[src/hdl/ibsd_pkg.sv]
// Constants and types for the interrupt message bus status decoder.
// Assumes one bus cycle per i_clk cycle, counted on the synchronised pins.
package ibsd_pkg;

    // ---------------------------------------------------------------
    // Cycle numbering
    // ---------------------------------------------------------------
    localparam int CYC_W = 6;
    localparam logic [CYC_W-1:0] CYC_FIRST = 6'h01;
    localparam logic [CYC_W-1:0] CYC_CS_FIRST = 6'h06;
    localparam logic [CYC_W-1:0] CYC_MODE_LATCH = 6'h08;
    localparam logic [CYC_W-1:0] EOI_CS_LAST = 6'h09;
    localparam logic [CYC_W-1:0] EOI_CS_CHK = 6'h0a;
    localparam logic [CYC_W-1:0] EOI_STAT0 = 6'h0c;
    localparam logic [CYC_W-1:0] EOI_STAT1 = 6'h0d;
    localparam logic [CYC_W-1:0] EOI_LEN = 6'h0e;
    localparam logic [CYC_W-1:0] SH_CS_LAST = 6'h10;
    localparam logic [CYC_W-1:0] SH_CS_CHK = 6'h11;
    localparam logic [CYC_W-1:0] SH_STAT0 = 6'h13;
    localparam logic [CYC_W-1:0] SH_STAT1 = 6'h14;
    localparam logic [CYC_W-1:0] SH_LEN = 6'h15;
    localparam logic [CYC_W-1:0] LOW_STAT2 = 6'h21;
    localparam logic [CYC_W-1:0] LOW_LEN = 6'h22;

    // ---------------------------------------------------------------
    // Status pair codes (upper bit from line 1)
    // ---------------------------------------------------------------
    localparam logic [1:0] PAIR_START = 2'h1;
    localparam logic [1:0] PAIR_CS_OK = 2'h0;
    localparam logic [1:0] PAIR_ACCEPT = 2'h2;
    localparam logic [1:0] PAIR_RETRY = 2'h3;
    localparam logic [1:0] PAIR_FOCUS = 2'h2;
    localparam logic [1:0] PAIR_CS_ERR = 2'h3;

    // ---------------------------------------------------------------
    // Types
    // ---------------------------------------------------------------
    typedef enum logic [1:0] {
        MODE_EOI = 2'b00,
        MODE_FIXED = 2'b01,
        MODE_OTHER = 2'b10,
        MODE_LOWEST = 2'b11
    } ibsd_mode_e;

    typedef enum logic {
        ST_IDLE = 1'b0,
        ST_RUN = 1'b1
    } ibsd_state_e;

endpackage : ibsd_pkg

[src/hdl/ibsd_status_decoder.sv]
// Status cycle interpreter for one agent on a two-line interrupt message bus.
// Assumes i_clk is the bus clock; pins are asynchronous and synchronised here.
// What this block does
// - Sample both status pairs per mode and focus
// - END_OF_INTERRUPT_MSG accept: update at 13, 14 cycles
// - END_OF_INTERRUPT_MSG retry pair: update at 13, retry
// - Non-lowest first pair 0X: no update, retry
// - Checksum error pairs: no update, retry
// - Fixed accept: update at 20, 21 cycles
// - Other short modes behave like fixed
// - Lowest, no focus, 11 then 10: accept
// - Lowest final pair 11 or 0X: retry
// - Lowest first pair 10: update, retry
// - Lowest first pair 0X: no update, retry
// - Lowest checksum pair 10: focus, accept
// - Running checksum; mismatch drives 11
// - Lowest focus agent drives 10 at cycle 19, unless mismatch drives 11
`timescale 1ns/1ns
module ibsd_status_decoder
    import ibsd_pkg::*;
(
    // Clock and reset
    input wire logic i_clk,
    input wire logic i_reset,
    // Bus lines, asynchronous
    input wire logic i_bus_line1,
    input wire logic i_bus_line2,
    // Own side, same clock
    input wire logic [1:0] i_msg_mode,
    input wire logic i_focus_agent,
    // Bus drive, open drain
    output logic o_bus_drv1,
    output logic o_bus_drv2,
    output logic o_bus_oe_n,
    // Message results
    output logic o_arbitration_id_update,
    output logic o_msg_done,
    output logic o_msg_accept,
    output logic o_msg_retry,
    output logic [5:0] o_msg_len,
    output logic o_no_focus_agent
);

    // ---------------------------------------------------------------
    // Pin synchroniser
    // ---------------------------------------------------------------
    logic [1:0] meta_r, pair_r, pair_s;

    // Two flops per line; only the second stage is read
    always_ff @(posedge i_clk) begin
        if (i_reset) begin
            meta_r <= 2'h0;
            pair_r <= 2'h0;
        end else begin
            meta_r <= {i_bus_line1, i_bus_line2};
            pair_r <= meta_r;
        end
    end
    assign pair_s = pair_r;

    // ---------------------------------------------------------------
    // Decoding helpers
    // ---------------------------------------------------------------
    function automatic logic [CYC_W-1:0] pick_cyc(input ibsd_mode_e m, input logic [CYC_W-1:0] eoi_c,
                                                   input logic [CYC_W-1:0] sh_c);
        pick_cyc = (m == MODE_EOI) ? eoi_c : sh_c;
    endfunction : pick_cyc

    // Returns {update, retry, wait_final} for checksum pair and first pair
    function automatic logic [2:0] decide(input ibsd_mode_e m, input logic [1:0] cs, input logic [1:0] a1);
        decide = 3'b010;
        if (cs == PAIR_CS_OK && a1 == PAIR_RETRY) begin
            decide = (m == MODE_LOWEST) ? 3'b101 : 3'b110;
        end else if (cs == PAIR_CS_OK && a1 == PAIR_ACCEPT) begin
            decide = (m == MODE_LOWEST) ? 3'b110 : 3'b100;
        end else if (cs == PAIR_FOCUS && m == MODE_LOWEST) begin
            decide = 3'b100;
        end
    endfunction : decide

    // ---------------------------------------------------------------
    // Message sequencer state
    // ---------------------------------------------------------------
    ibsd_state_e state_r, state_nxt;
    ibsd_mode_e mode_r, mode_nxt;
    logic [CYC_W-1:0] cnt_r, cnt_nxt;
    logic [CYC_W-1:0] len_r, len_nxt;
    logic [1:0] cs_sum_r, cs_sum_nxt;
    logic cs_err_r, cs_err_nxt;
    logic [1:0] cs_pair_r, cs_pair_nxt;
    logic wait_r, wait_nxt;
    logic retry_r, retry_nxt;
    logic [1:0] drv_r, drv_nxt;
    logic oe_n_r, oe_n_nxt;
    logic upd_r, upd_nxt;
    logic done_r, done_nxt;
    logic acc_out_r, acc_out_nxt;
    logic retry_out_r, retry_out_nxt;
    logic [5:0] len_out_r, len_out_nxt;
    logic no_focus_agent_r, no_focus_agent_nxt;
    logic [2:0] sum3, verdict;
    logic run;
    logic [CYC_W-1:0] chk_cyc, stat0_cyc, stat1_cyc;

    assign run = (state_r == ST_RUN);
    assign chk_cyc = pick_cyc(mode_r, EOI_CS_CHK, SH_CS_CHK);
    assign stat0_cyc = pick_cyc(mode_r, EOI_STAT0, SH_STAT0);
    assign stat1_cyc = pick_cyc(mode_r, EOI_STAT1, SH_STAT1);
    assign sum3 = {1'b0, cs_sum_r} + {1'b0, pair_s};
    assign verdict = decide(mode_r, cs_pair_r, pair_s);

    // Next values: counting, checksum, status decoding and drive
    always_comb begin
        state_nxt = state_r;
        mode_nxt = mode_r;
        cnt_nxt = cnt_r;
        len_nxt = len_r;
        cs_sum_nxt = cs_sum_r;
        cs_err_nxt = cs_err_r;
        cs_pair_nxt = cs_pair_r;
        wait_nxt = wait_r;
        retry_nxt = retry_r;
        drv_nxt = 2'h0;
        oe_n_nxt = 1'b1;
        upd_nxt = 1'b0;
        done_nxt = 1'b0;
        acc_out_nxt = acc_out_r;
        retry_out_nxt = retry_out_r;
        len_out_nxt = len_out_r;
        no_focus_agent_nxt = no_focus_agent_r;
        if (!run) begin
            // Start pair marks cycle 1 of a new message
            if (pair_s == PAIR_START) begin
                state_nxt = ST_RUN;
                cnt_nxt = CYC_FIRST + 6'h01;
                len_nxt = SH_LEN;
                cs_sum_nxt = 2'h0;
                cs_err_nxt = 1'b0;
                wait_nxt = 1'b0;
                retry_nxt = 1'b1;
                no_focus_agent_nxt = 1'b0;
            end
        end else begin
            cnt_nxt = cnt_r + 6'h01;
            if (cnt_r == CYC_MODE_LATCH) begin
                mode_nxt = ibsd_mode_e'(i_msg_mode);
                len_nxt = (ibsd_mode_e'(i_msg_mode) == MODE_EOI) ? EOI_LEN : SH_LEN;
            end
            // Carry folds back on all but the last covered cycle
            if (cnt_r >= CYC_CS_FIRST && cnt_r < chk_cyc) begin
                cs_sum_nxt = (cnt_r == pick_cyc(mode_r, EOI_CS_LAST, SH_CS_LAST)) ? sum3[1:0]
                             : sum3[1:0] + {1'b0, sum3[2]};
            end
            if (cnt_r == chk_cyc) begin
                cs_err_nxt = (pair_s != cs_sum_r);
            end
            // Drive for the checksum status cycle, visible one clock later
            if (cnt_r == stat0_cyc - 6'h01) begin
                if (cs_err_r) begin
                    drv_nxt = PAIR_CS_ERR;
                    oe_n_nxt = 1'b0;
                end else if (mode_r == MODE_LOWEST && i_focus_agent) begin
                    drv_nxt = PAIR_FOCUS;
                    oe_n_nxt = 1'b0;
                end
            end
            if (cnt_r == stat0_cyc) begin
                cs_pair_nxt = pair_s;
                if (mode_r == MODE_LOWEST) begin
                    len_nxt = (pair_s == PAIR_CS_OK || pair_s == PAIR_FOCUS) ? LOW_LEN : len_r;
                    no_focus_agent_nxt = (pair_s == PAIR_CS_OK);
                end
            end
            if (cnt_r == stat1_cyc) begin
                upd_nxt = verdict[2];
                retry_nxt = verdict[1];
                wait_nxt = verdict[0];
            end
            if (cnt_r == LOW_STAT2 && wait_r) begin
                retry_nxt = (pair_s != PAIR_ACCEPT);
            end
            if (cnt_r == len_r) begin
                state_nxt = ST_IDLE;
                cnt_nxt = 6'h00;
                done_nxt = 1'b1;
                acc_out_nxt = !retry_nxt;
                retry_out_nxt = retry_nxt;
                len_out_nxt = len_r;
            end
        end
    end

    // Registers only
    always_ff @(posedge i_clk) begin
        if (i_reset) begin
            state_r <= ST_IDLE;
            mode_r <= MODE_FIXED;
            cnt_r <= 6'h00;
            len_r <= SH_LEN;
            cs_sum_r <= 2'h0;
            cs_err_r <= 1'b0;
            cs_pair_r <= 2'h0;
            wait_r <= 1'b0;
            retry_r <= 1'b0;
            drv_r <= 2'h0;
            oe_n_r <= 1'b1;
            upd_r <= 1'b0;
            done_r <= 1'b0;
            acc_out_r <= 1'b0;
            retry_out_r <= 1'b0;
            len_out_r <= 6'h00;
            no_focus_agent_r <= 1'b0;
        end else begin
            state_r <= state_nxt;
            mode_r <= mode_nxt;
            cnt_r <= cnt_nxt;
            len_r <= len_nxt;
            cs_sum_r <= cs_sum_nxt;
            cs_err_r <= cs_err_nxt;
            cs_pair_r <= cs_pair_nxt;
            wait_r <= wait_nxt;
            retry_r <= retry_nxt;
            drv_r <= drv_nxt;
            oe_n_r <= oe_n_nxt;
            upd_r <= upd_nxt;
            done_r <= done_nxt;
            acc_out_r <= acc_out_nxt;
            retry_out_r <= retry_out_nxt;
            len_out_r <= len_out_nxt;
            no_focus_agent_r <= no_focus_agent_nxt;
        end
    end

    // Outputs straight from flops
    assign o_bus_drv1 = drv_r[1];
    assign o_bus_drv2 = drv_r[0];
    assign o_bus_oe_n = oe_n_r;
    assign o_arbitration_id_update = upd_r;
    assign o_msg_done = done_r;
    assign o_msg_accept = acc_out_r;
    assign o_msg_retry = retry_out_r;
    assign o_msg_len = len_out_r;
    assign o_no_focus_agent = no_focus_agent_r;
endmodule : ibsd_status_decoder

[config.mk]
export PLATFORM = sky130hd
export DESIGN_NAME = ibsd_status_decoder
export DESIGN_NICKNAME = d
export VERILOG_FILES = /design/src/hdl/ibsd_pkg.sv /design/src/hdl/ibsd_status_decoder.sv
export SDC_FILE = /design/constraint.sdc
export NUM_CORES = 1
export LEC_CHECK = 0
export BUFFER_PORTS_ARGS = -buffer_cell sky130_fd_sc_hd__buf_2
export CELL_PAD_IN_SITES_DETAIL_PLACEMENT = 0
export CELL_PAD_IN_SITES_GLOBAL_PLACEMENT = 2
export CORE_ASPECT_RATIO = 2
export CORE_UTILIZATION = 36
export CTS_CLUSTER_SIZE = 28
export DETAILED_ROUTE_END_ITERATION = 6
export PLACE_DENSITY_LB_ADDON = 0.1
export REMOVE_ABC_BUFFERS = 1
export SLEW_MARGIN = 20
export SYNTH_ARGS = -nofsm -noshare
export SYNTH_HDL_FRONTEND = slang
export SYNTH_SLANG_ARGS = --single-unit
[constraint.sdc]
create_clock -name i_clk -period 2.3 [get_ports i_clk]
set_input_delay 0.46 -clock i_clk [delete_from_list [all_inputs] [get_ports i_clk]]
set_output_delay 0.46 -clock i_clk [all_outputs]
set_load 0.01 [all_outputs]
-- After elaboration in Yosys (flattened, before gate mapping)
Index checks and enable logic that the tools add are counted.
- equal/unequal tests: 21
- bitwise gates (word level): 3
- multiplexer cells: 44
- add/sub/neg operators: 4
- reductions and logical operators: 24
- $lt $le $gt $ge: 2
- operators by type and width (operator ; number):
    $mux W6 ; 9
    $mux W5 ; 5
    $eq A6 B5 Y1 ; 4
    $mux W1 ; 19
    $mux W2 ; 8
    $reduce_and A2 Y1 ; 7
    $eq A6 B6 Y1 ; 2
    $ne A2 B1 Y1 const B ; 5
    $mux W3 ; 3
    $eq A2 B2 Y1 const B ; 4
    $logic_not A2 Y1 ; 4
    $add A6 B1 Y6 const B ; 1
    $eq A6 B4 Y1 const B ; 1
    $eq A6 B6 Y1 const B ; 1
    $ge A6 B3 Y1 const B ; 1
    $logic_and A1 B1 Y1 ; 6
    $lt A6 B5 Y1 ; 1
    $reduce_or A3 Y1 ; 2
    $sub A5 B1 Y6 const B ; 1
    $ne A4 B3 Y1 const B ; 1
    $add A2 B2 Y3 ; 1
    $not A1 Y1 ; 3
    $reduce_and A3 Y1 ; 1
    $add A2 B1 Y2 ; 1
    7 further kinds ; 7
- input port bits: 7
- output and inout port bits: 14
- bits in registers: 40
- word-level logic and storage cells: 117

-- Longest topological paths before layout
Gate-level depths: netlist of run 1.
- depth in word-level cells: 9
- mapped depth: 8
- mapped depth without buffers: 8

-- Worst setup path before layout of run 1
Ideal clock, no wire load.
- kind: reg-to-reg
- start point: register mode_r[0]
- end point: register len_r[0]
- slack: 0.229 ns
- arrival time: 1.952 ns
- period minus slack after synthesis: 2.071 ns
- data required time: 2.182 ns
- buffers on the path: 0
- setup time: 0.118 ns
- cell stages (with the launch flop): 8
- cells stage by stage: dfxtp_1 or2_2 ha_1 and4b_1 nor4b_1 a21oi_1 nor2_1 a21oi_1
- cells in the longest elaborated chain, start to end: 5
- elaborated cells between the ends (all ways): 9
- those cells by class: eq/ne (3); mux (4); reduce/logical (2)
- ends and longest elaborated chain (element ; line ; RTL):
    start: declaration ; ibsd_status_decoder.sv:85 ; ibsd_mode_e mode_r, mode_nxt;
    start signal: assignment ; ibsd_status_decoder.sv:215 ; mode_r <= mode_nxt;
    $logic_not A2 Y1 ; ibsd_status_decoder.sv:66 ; pick_cyc = (m == MODE_EOI) ? eoi_c : sh_c;
    $mux W5 ; ibsd_status_decoder.sv:66 ;
    $eq A6 B5 Y1 ; ibsd_status_decoder.sv:167 ; if (cnt_r == stat0_cyc) begin
    $ne A4 B3 Y1 (no line) / $mux W6 (equally long branches) ; -- ;
    $reduce_and A2 Y1 (no line) / $mux W6 (equally long branches) ; -- ;
    end signal: assignment ; ibsd_status_decoder.sv:217 ; len_r <= len_nxt;
    end: declaration ; ibsd_status_decoder.sv:87 ; logic [CYC_W-1:0] len_r, len_nxt;
Parallel ways exist; a longest one is shown, timed or not.
A chain may end at the register's enable or synchronous reset.

-- Final worst setup path of run 1
- start point: register mode_r[0]
- end point: register len_r[4]
The elaborated chain is that of the path after synthesis.

==> implementation parameters, run 1 <==
Parameter                              Value

Status
  Outcome    complete, no violations

Critical path
  Category of the critical setup timing path    register to register
  Req. time, crit path    2.48 ns
  Endpoint type of the worst setup path    register
  Total buffers and inverters traversed by the critical path    0
  Kind of cell with the highest combined delay on the critical path    simple AND/OR/NAND/NOR gates
  Launch point of the critical path    mode_r[0]$_SDFFE_PP1P_
  Worst-path cell chain    or2_2, ha_1, and4bb_2, a211oi_1, a21oi_1, nor2_1, a21oi_1
  Highest-delay cell along the critical path    sky130_fd_sc_hd__a211oi_1
  Max Fanout on Critical Path    5
  Cell with the most instances on the worst path    sky130_fd_sc_hd__a21oi_1
  Element type at the critical path start    register
  R2R depth    7
  Depth of the critical timing path with buffers and inverters included    7
  Critical path's largest stage delay    around 0.38 ns
  Arr. time, crit path    2.35 ns
  RR Startpoint    mode_r[0]$_SDFFE_PP1P_

Floorplan
  Number of rows created at floorplan    39
  Number of top-level pins    21
  Starting density of the core    0.3734
  Core ar.    5709 um2
  Die outline height    110.8 um
  Die Width    around 56 um
  Die area    between 6000 and 7000 um2

Synthesis
  Share of the synthesized area in the top cell type    0.3756
  Main synth FF type    sky130_fd_sc_hd__dfxtp_1
  Number of different library cells in the post-synthesis netlist    between 50 and 60
  Total number of yosys warnings    0
  Number of enable-type register cells in the synthesized netlist    0
  Leading post-synthesis cells by cell area    sky130_fd_sc_hd__dfxtp_1 38%, sky130_fd_sc_hd__ha_1 6.5%, sky130_fd_sc_hd__mux2i_1 6.1%
  Avg Inst Size Synth    9.150 um2
  Ys async rst share    0
  Number of register bits inferred by synthesis    40
  Cell count after synthesis    between 200 and 250
  Sequential-to-total area share from yosys stat    0.3756
  Leading area contributor after synthesis    sky130_fd_sc_hd__dfxtp_1
  Synthesized cell area    approximately 2100 um2

Clock tree
  Insertion delay of the later-clocked pin in the worst-skew pair    ~0.29 ns
  TritonCTS clock tree    done
  TritonCTS Sinks    40
  Count of buffers added by post-CTS timing repair for setup    0
  Number of buffers between clock root and the deepest sink    2
  Hold Buf Count CTS    0
  Total CTS buffers    5
  Root buffer cell    sky130_fd_sc_hd__clkbuf_16
  Total number of H-tree levels    2
  Clock input transition at the sequential cells of the worst setup and hold paths    ~0.060 ns

Timing
  Aggregate negative setup slack    0 ns
  Min cycle time layout    2.174 ns
  Transition time at the pin with the least slew margin    a little over 0.6 ns
  Unrepaired setup endpoints after global routing    false
  Setup-violating endpoint count in the final report    0
  Clock skew    between 0.003 and 0.004 ns
  Peak Freq    about 0.46 GHz
  Final clock period utilization by the worst path    0.9454
  Worst Setup Slack, final    0.1256 ns
  Tightest slew margin relative to the limit    0.5951
  Hold Fails Final Rpt    0
  Final Slew Violations    0

Detailed routing
  DR vias/cell    5.477
  Drt wl/cell    about 18 um
  DRT iter0 DRCs    34
  Total routed wirelength    between 5000 and 6000 um
  Drt drc    0
  Overall via count from detail_route    1780
  First drt pass iteration count    4
  Antenna Nets Post-Route    0

Layout
  Storage cell area    800.8 um2
  Commonest non-fill, non-tap cell in the layout    sky130_fd_sc_hd__dfxtp_1
  P&R area growth vs syn    18.13%
  Share of the core filled with cells    0.4412
  Filler cells    between 500 and 600
  Most used cells in the layout excluding fill and tap cells    40 x sky130_fd_sc_hd__dfxtp_1, 26 x sky130_fd_sc_hd__nor2_1, 20 x sky130_fd_sc_hd__buf_2
  Number of inserted diodes    0
  Share of post-route cells with drive strength above 1    0.2159
  Final-stage net count    ~280
  Combined area of the multi-input logic cells    around 1200 um2

Placed design
  Quantity of I/O buffers inserted on ports    20
  RD Place Congestion    around 0.81
  Pre-CTS WS    around 0.10 ns
  Detailed placer's ending HPWL    about 4400 um

GRT
  First-pass GRT wire length    around 9500 um
  Number of antenna violations at the first check in global routing    0
  Global-route usage over all layers    0.2039
  Maximum number of pins on one net before global-route repair    28
  Sum of overflow across all layers after global routing    0
  Number of global-route vias before repair    about 1800

Power
  Power after layout    between 1.5 and 2 mW
  Worst ir drop on vdd    about 0.55 mV
  Total power divided by cell area    roughly 640 nW/um2
  Leak    1.004 nW

Min path
  Number of cells on the worst hold path    2
  Critical hold path startpoint    i_bus_line2
  HP Class    input pin to register

Run
  MaxCap Viol Count    0
## power by group
part	leakage (nW)	internal, mW	switching (mW)
clock network	0.0808	0.511	0.289
registers	0.324	0.701	0.0103
logic	0.599	0.0358	0.0651
## logic make-up after synthesis
logic type                 count (synthesis)  share of synthesized area
buffers and inverters                     20                    0.04930
muxes                                     14                    0.06631
and+or+nand+nor                          100                     0.2788
AOI/OAI and AO/OA                         39                     0.1232
DFF                                       40                     0.3756
xor gates and xnor gates                   8                    0.03287
adders and majority gates                 12                    0.07394
## cell type report
type                       instances  area share
clock buffer                       6     0.05117
multi-input combinational        173      0.4918
sequential                        40      0.3179
clock inverter                     2     0.01391
tap                               61     0.03030
inverter                           9     0.01341
timing repair buffer              34     0.08147
## sequential cells by signal (all words and copies together) (netlist names), 2 cells and up
signal	flops
cnt_r	6
cs_pair_r	2
cs_sum_r	2
drv_r	2
len_r	6
meta_r	2
mode_r	2
o_msg_len	6
pair_r	2
## routing by layer
metal  wire, um  up-vias  GRT usage
li1           -      884          -
met1       2377      854     0.2257
met2       3122       29     0.3683
met3        116       13    0.03267
met4        181        0    0.09431
met5          0        -          0
## cell usage after synthesis, types with 2 or more instances
library cell	instances
sky130_fd_sc_hd__xnor2_1	3
sky130_fd_sc_hd__nor4_1	3
sky130_fd_sc_hd__nand4b_1	2
sky130_fd_sc_hd__ha_1	11
sky130_fd_sc_hd__and2_1	4
sky130_fd_sc_hd__a31oi_1	2
sky130_fd_sc_hd__buf_2	2
sky130_fd_sc_hd__inv_1	9
sky130_fd_sc_hd__nand3_1	11
sky130_fd_sc_hd__a21oi_1	14
sky130_fd_sc_hd__nor2_1	26
sky130_fd_sc_hd__and3_1	3
sky130_fd_sc_hd__nor4b_1	2
sky130_fd_sc_hd__mux2i_1	13
sky130_fd_sc_hd__nand2_1	17
sky130_fd_sc_hd__xor2_1	5
sky130_fd_sc_hd__o21a_1	3
sky130_fd_sc_hd__and4bb_2	2
sky130_fd_sc_hd__clkbuf_1	6
sky130_fd_sc_hd__o21ai_0	10
sky130_fd_sc_hd__dfxtp_1	40
sky130_fd_sc_hd__nand4bb_4	2
sky130_fd_sc_hd__nor2b_1	5
sky130_fd_sc_hd__nor3_1	9
sky130_fd_sc_hd__o211ai_1	3
## worst paths after layout
check,to,slack [ns]
hold / removal,meta_r[0]$_SDFF_PP0_,0.38
setup reg to reg,len_r[4]$_SDFFE_PP1P_,0.13
hold reg to reg,pair_r[1]$_SDFF_PP0_,0.44
setup / recovery,len_r[4]$_SDFFE_PP1P_,0.13
## metrics by stage
| stage | instance area, um2 | std cells | hold WS [ns] |
|---|---|---|---|
| final | 2519 | 325 | 0.3771 |
| after global routing | 2519 | 325 | 0.3885 |
| after CTS | 2506 | 325 | 0.3817 |
| after detailed placement | 2342 | 317 | 0.4258 |
| after global placement | 2342 | 317 | 0.4146 |
| after floorplan | 2061 | 222 | 0.4138 |
## what timing repair did
| action | in CTS | in global routing |
|---|---|---|
| endpoints found under the hold margin | 0 | 0 |
| endpoints found under the setup margin | 0 | 4 |
| resized for setup | 0 | 2 |
Power figures use the tool's default switching activity.
==> run 2, diff against run 1 <==
--- a/config.mk
+++ b/config.mk
@@ -9,11 +9,13 @@
 export CELL_PAD_IN_SITES_DETAIL_PLACEMENT = 0
 export CELL_PAD_IN_SITES_GLOBAL_PLACEMENT = 2
 export CORE_ASPECT_RATIO = 2
+export CORE_MARGIN = 5
 export CORE_UTILIZATION = 36
 export CTS_CLUSTER_SIZE = 28
 export DETAILED_ROUTE_END_ITERATION = 6
 export PLACE_DENSITY_LB_ADDON = 0.1
 export REMOVE_ABC_BUFFERS = 1
+export SKIP_CTS_REPAIR_TIMING = 1
 export SLEW_MARGIN = 20
 export SYNTH_ARGS = -nofsm -noshare
 export SYNTH_HDL_FRONTEND = slang
==> run 2 against run 1 <==
Effect of this change: sequential cell count unchanged; first-iteration DRC count grew 76%; critical endpoint is now o_msg_retry$_SDFFE_PP0P_; combinational power about the same; total power fell by 0.60%; worst hold slack better by 0.0017 ns; clock power decreased by 0.9%.
==> implementation parameters, run 2 (synthesis results as in run 1) <==
Parameter                              Value

Status
  Outcome    complete, no violations

Critical path
  Highest-delay cell along the critical path    sky130_fd_sc_hd__ha_1
  Crit Reg-Reg Endpoint    o_msg_retry$_SDFFE_PP0P_
  Arr. time, crit path    2.39 ns (+0.04 ns)
  Register-to-Register Setup Slack    0.14 ns (+0.02 ns)
  Category of the critical setup timing path    register to register
  Worst-path cell chain    or2_2, ha_1, nand2_1, and4bb_2, o21ai_0, a31oi_1, o221a_2
  R2R depth    7 (unchanged)
  Endpoint type of the worst setup path    register
  Max Fanout on Critical Path    5 (unchanged)
  RR Startpoint    mode_r[0]$_SDFFE_PP1P_
  Critical path's largest stage delay    0.40 ns (+0.02 ns)
  Element type at the critical path start    register
  Req. time, crit path    2.53 ns (+0.05 ns)

Floorplan
  Die outline height    118.8 um (+7.2%)
  Starting density of the core    0.3703 (-0.003165)
  Number of top-level pins    21 (unchanged)
  Number of rows created at floorplan    39 (unchanged)
  Die area    7654 um2 (+22%)
  Core ar.    5758 um2 (+0.85%)
  Die Width    64.42 um (+14%)

Timing
  Tightest slew margin relative to the limit    0.5999 (+0.004831)
  Aggregate negative setup slack    0 ns (unchanged)
  Peak Freq    0.4632 GHz (+0.72%)
  Clock skew    0.003147 ns (-0.00006722 ns)
  Final clock period utilization by the worst path    0.9386 (-0.006803)
  Unrepaired setup endpoints after global routing    false
  Transition time at the pin with the least slew margin    0.6001 ns (-0.007246 ns)
  Min cycle time layout    2.159 ns (-0.01565 ns)
  Setup-violating endpoint count in the final report    0 (unchanged)
  Hold Fails Final Rpt    0 (unchanged)
  Final Slew Violations    0 (unchanged)

Clock tree
  Clock input transition at the sequential cells of the worst setup and hold paths    0.06 ns (about the same)
  Root buffer cell    sky130_fd_sc_hd__clkbuf_16
  Total number of H-tree levels    2 (unchanged)
  TritonCTS clock tree    done
  Insertion delay of the later-clocked pin in the worst-skew pair    0.29 ns (about the same)
  TritonCTS Sinks    40 (unchanged)
  Number of buffers between clock root and the deepest sink    2 (unchanged)
  Total CTS buffers    5 (unchanged)

GRT
  Number of antenna violations at the first check in global routing    0 (unchanged)
  Sum of overflow across all layers after global routing    0 (unchanged)
  First-pass GRT wire length    9597 um (+0.86%)
  Global-route usage over all layers    0.1670 (-0.03694)
  Number of global-route vias before repair    1742 (-2.3%)
  Maximum number of pins on one net before global-route repair    28 (unchanged)

Placed design
  RD Place Congestion    0.8729 (+7.3%)
  Quantity of I/O buffers inserted on ports    20 (unchanged)
  Detailed placer's ending HPWL    4508 um (+3.1%)
  Placement Cell Area    2335 um2 (-0.32%)

Layout
  Number of inserted diodes    0 (unchanged)
  Share of post-route cells with drive strength above 1    0.2091 (-0.006784)
  Most used cells in the layout excluding fill and tap cells    40 x sky130_fd_sc_hd__dfxtp_1, 26 x sky130_fd_sc_hd__nor2_1, 20 x sky130_fd_sc_hd__buf_2
  Commonest non-fill, non-tap cell in the layout    sky130_fd_sc_hd__dfxtp_1
  P&R area growth vs syn    17.37%
  Cell area after layout    2502 um2 (-0.65%)
  Filler cells    598 (+1.0%)
  Final-stage net count    281 (-0.35%)

Power
  Total power divided by cell area    640.4 nW/um2 (about the same)
  Leak    0.9989 nW (-0.51%)
  Worst ir drop on vdd    0.4437 mV (-20%)

Min path
  Critical hold path startpoint    i_bus_line1
  Number of cells on the worst hold path    2 (unchanged)
  HP Class    input pin to register
  Hold-critical path endpoint    meta_r[1]$_SDFF_PP0_

Detailed routing
  DR vias/cell    5.503 (+0.48%)
  Drt wl/cell    18.36 um (+2.9%)
  Overall via count from detail_route    1783 (+0.17%)
  Antenna Nets Post-Route    0 (unchanged)
  DRT iter0 DRCs    60 (+76%)
  First drt pass iteration count    4 (unchanged)
  Drt drc    0 (unchanged)
  Total routed wirelength    5948 um (+2.6%)

Run
  MaxCap Viol Count    0 (unchanged)
## run 2: cell types whose count changed in the layout (fill, tap and decap cells not counted), sizes merged
cell      delta
buf          -1
clkbuf       -1
clkinvlp     +1
## run 2: metrics by stage
| step | util | instances | hold slack [ns] | power, mW | worst slack, ns |
|---|---|---|---|---|---|
| after floorplan | - | 222 | 0.4138 | 0.7753 | 0.2294 |
| after global placement | 0.4055 | 316 | 0.4334 | 0.8265 | 0.1440 |
| after detailed placement | 0.4055 | 316 | 0.4414 | 0.8257 | 0.1734 |
| after CTS | 0.4346 | 324 | 0.3754 | 1.627 | 0.1388 |
| after global routing | 0.4346 | 324 | 0.3857 | 1.664 | 0.01963 |
| final | 0.4346 | 324 | 0.3789 | 1.602 | 0.1412 |
## run 2: routing by layer
layer / up-vias / track usage / part of all wire
met5: - / 0 / 0
met2: 32 / 0.3031 / 0.55
li1: 883 / - / -
met4: 0 / 0.07020 / 0.021
met3: 9 / 0.02919 / 0.027
met1: 859 / 0.1864 / 0.40
## run 2: critical path, delay by kind of cell, from the launching register on
family,cells,cell delay [ns]
AOI/OAI and AO/OA,3,0.63
adders and majority gates,1,0.40
DFF,1,0.31
and+or+nand+nor,3,0.77
## run 2: layout make-up
type	instances	area, um2	share of cell area
clock buffer	5	125.1	0.05000
multi-input combinational	173	1226	0.4900
inverter	9	33.78	0.01350
timing repair buffer	33	197.7	0.07900
clock inverter	3	42.54	0.01700
sequential	40	800.8	0.3200
tap	61	76.32	0.03050
## run 2: how the worst max path moves through the flow
stage | cells after the start | slack [ns] | end | start
final | 7 | 0.14 | o_msg_retry$_SDFFE_PP0P_ | mode_r[0]$_SDFFE_PP1P_
after global routing | 7 | 0.02 | o_msg_retry$_SDFFE_PP0P_ | mode_r[0]$_SDFFE_PP1P_
after CTS | 7 | 0.14 | o_msg_retry$_SDFFE_PP0P_ | mode_r[0]$_SDFFE_PP1P_
after detailed placement | 7 | 0.17 | o_msg_retry$_SDFFE_PP0P_ | mode_r[0]$_SDFFE_PP1P_
after global placement | 7 | 0.14 | o_msg_retry$_SDFFE_PP0P_ | mode_r[0]$_SDFFE_PP1P_
after floorplan | 7 | 0.23 | len_r[0]$_SDFFE_PP1P_ | mode_r[0]$_SDFFE_PP1P_
## run 2: power by group
group	switching (mW)	internal, mW
clock	0.284	0.509
sequential	0.00940	0.701
combinational	0.0641	0.0344
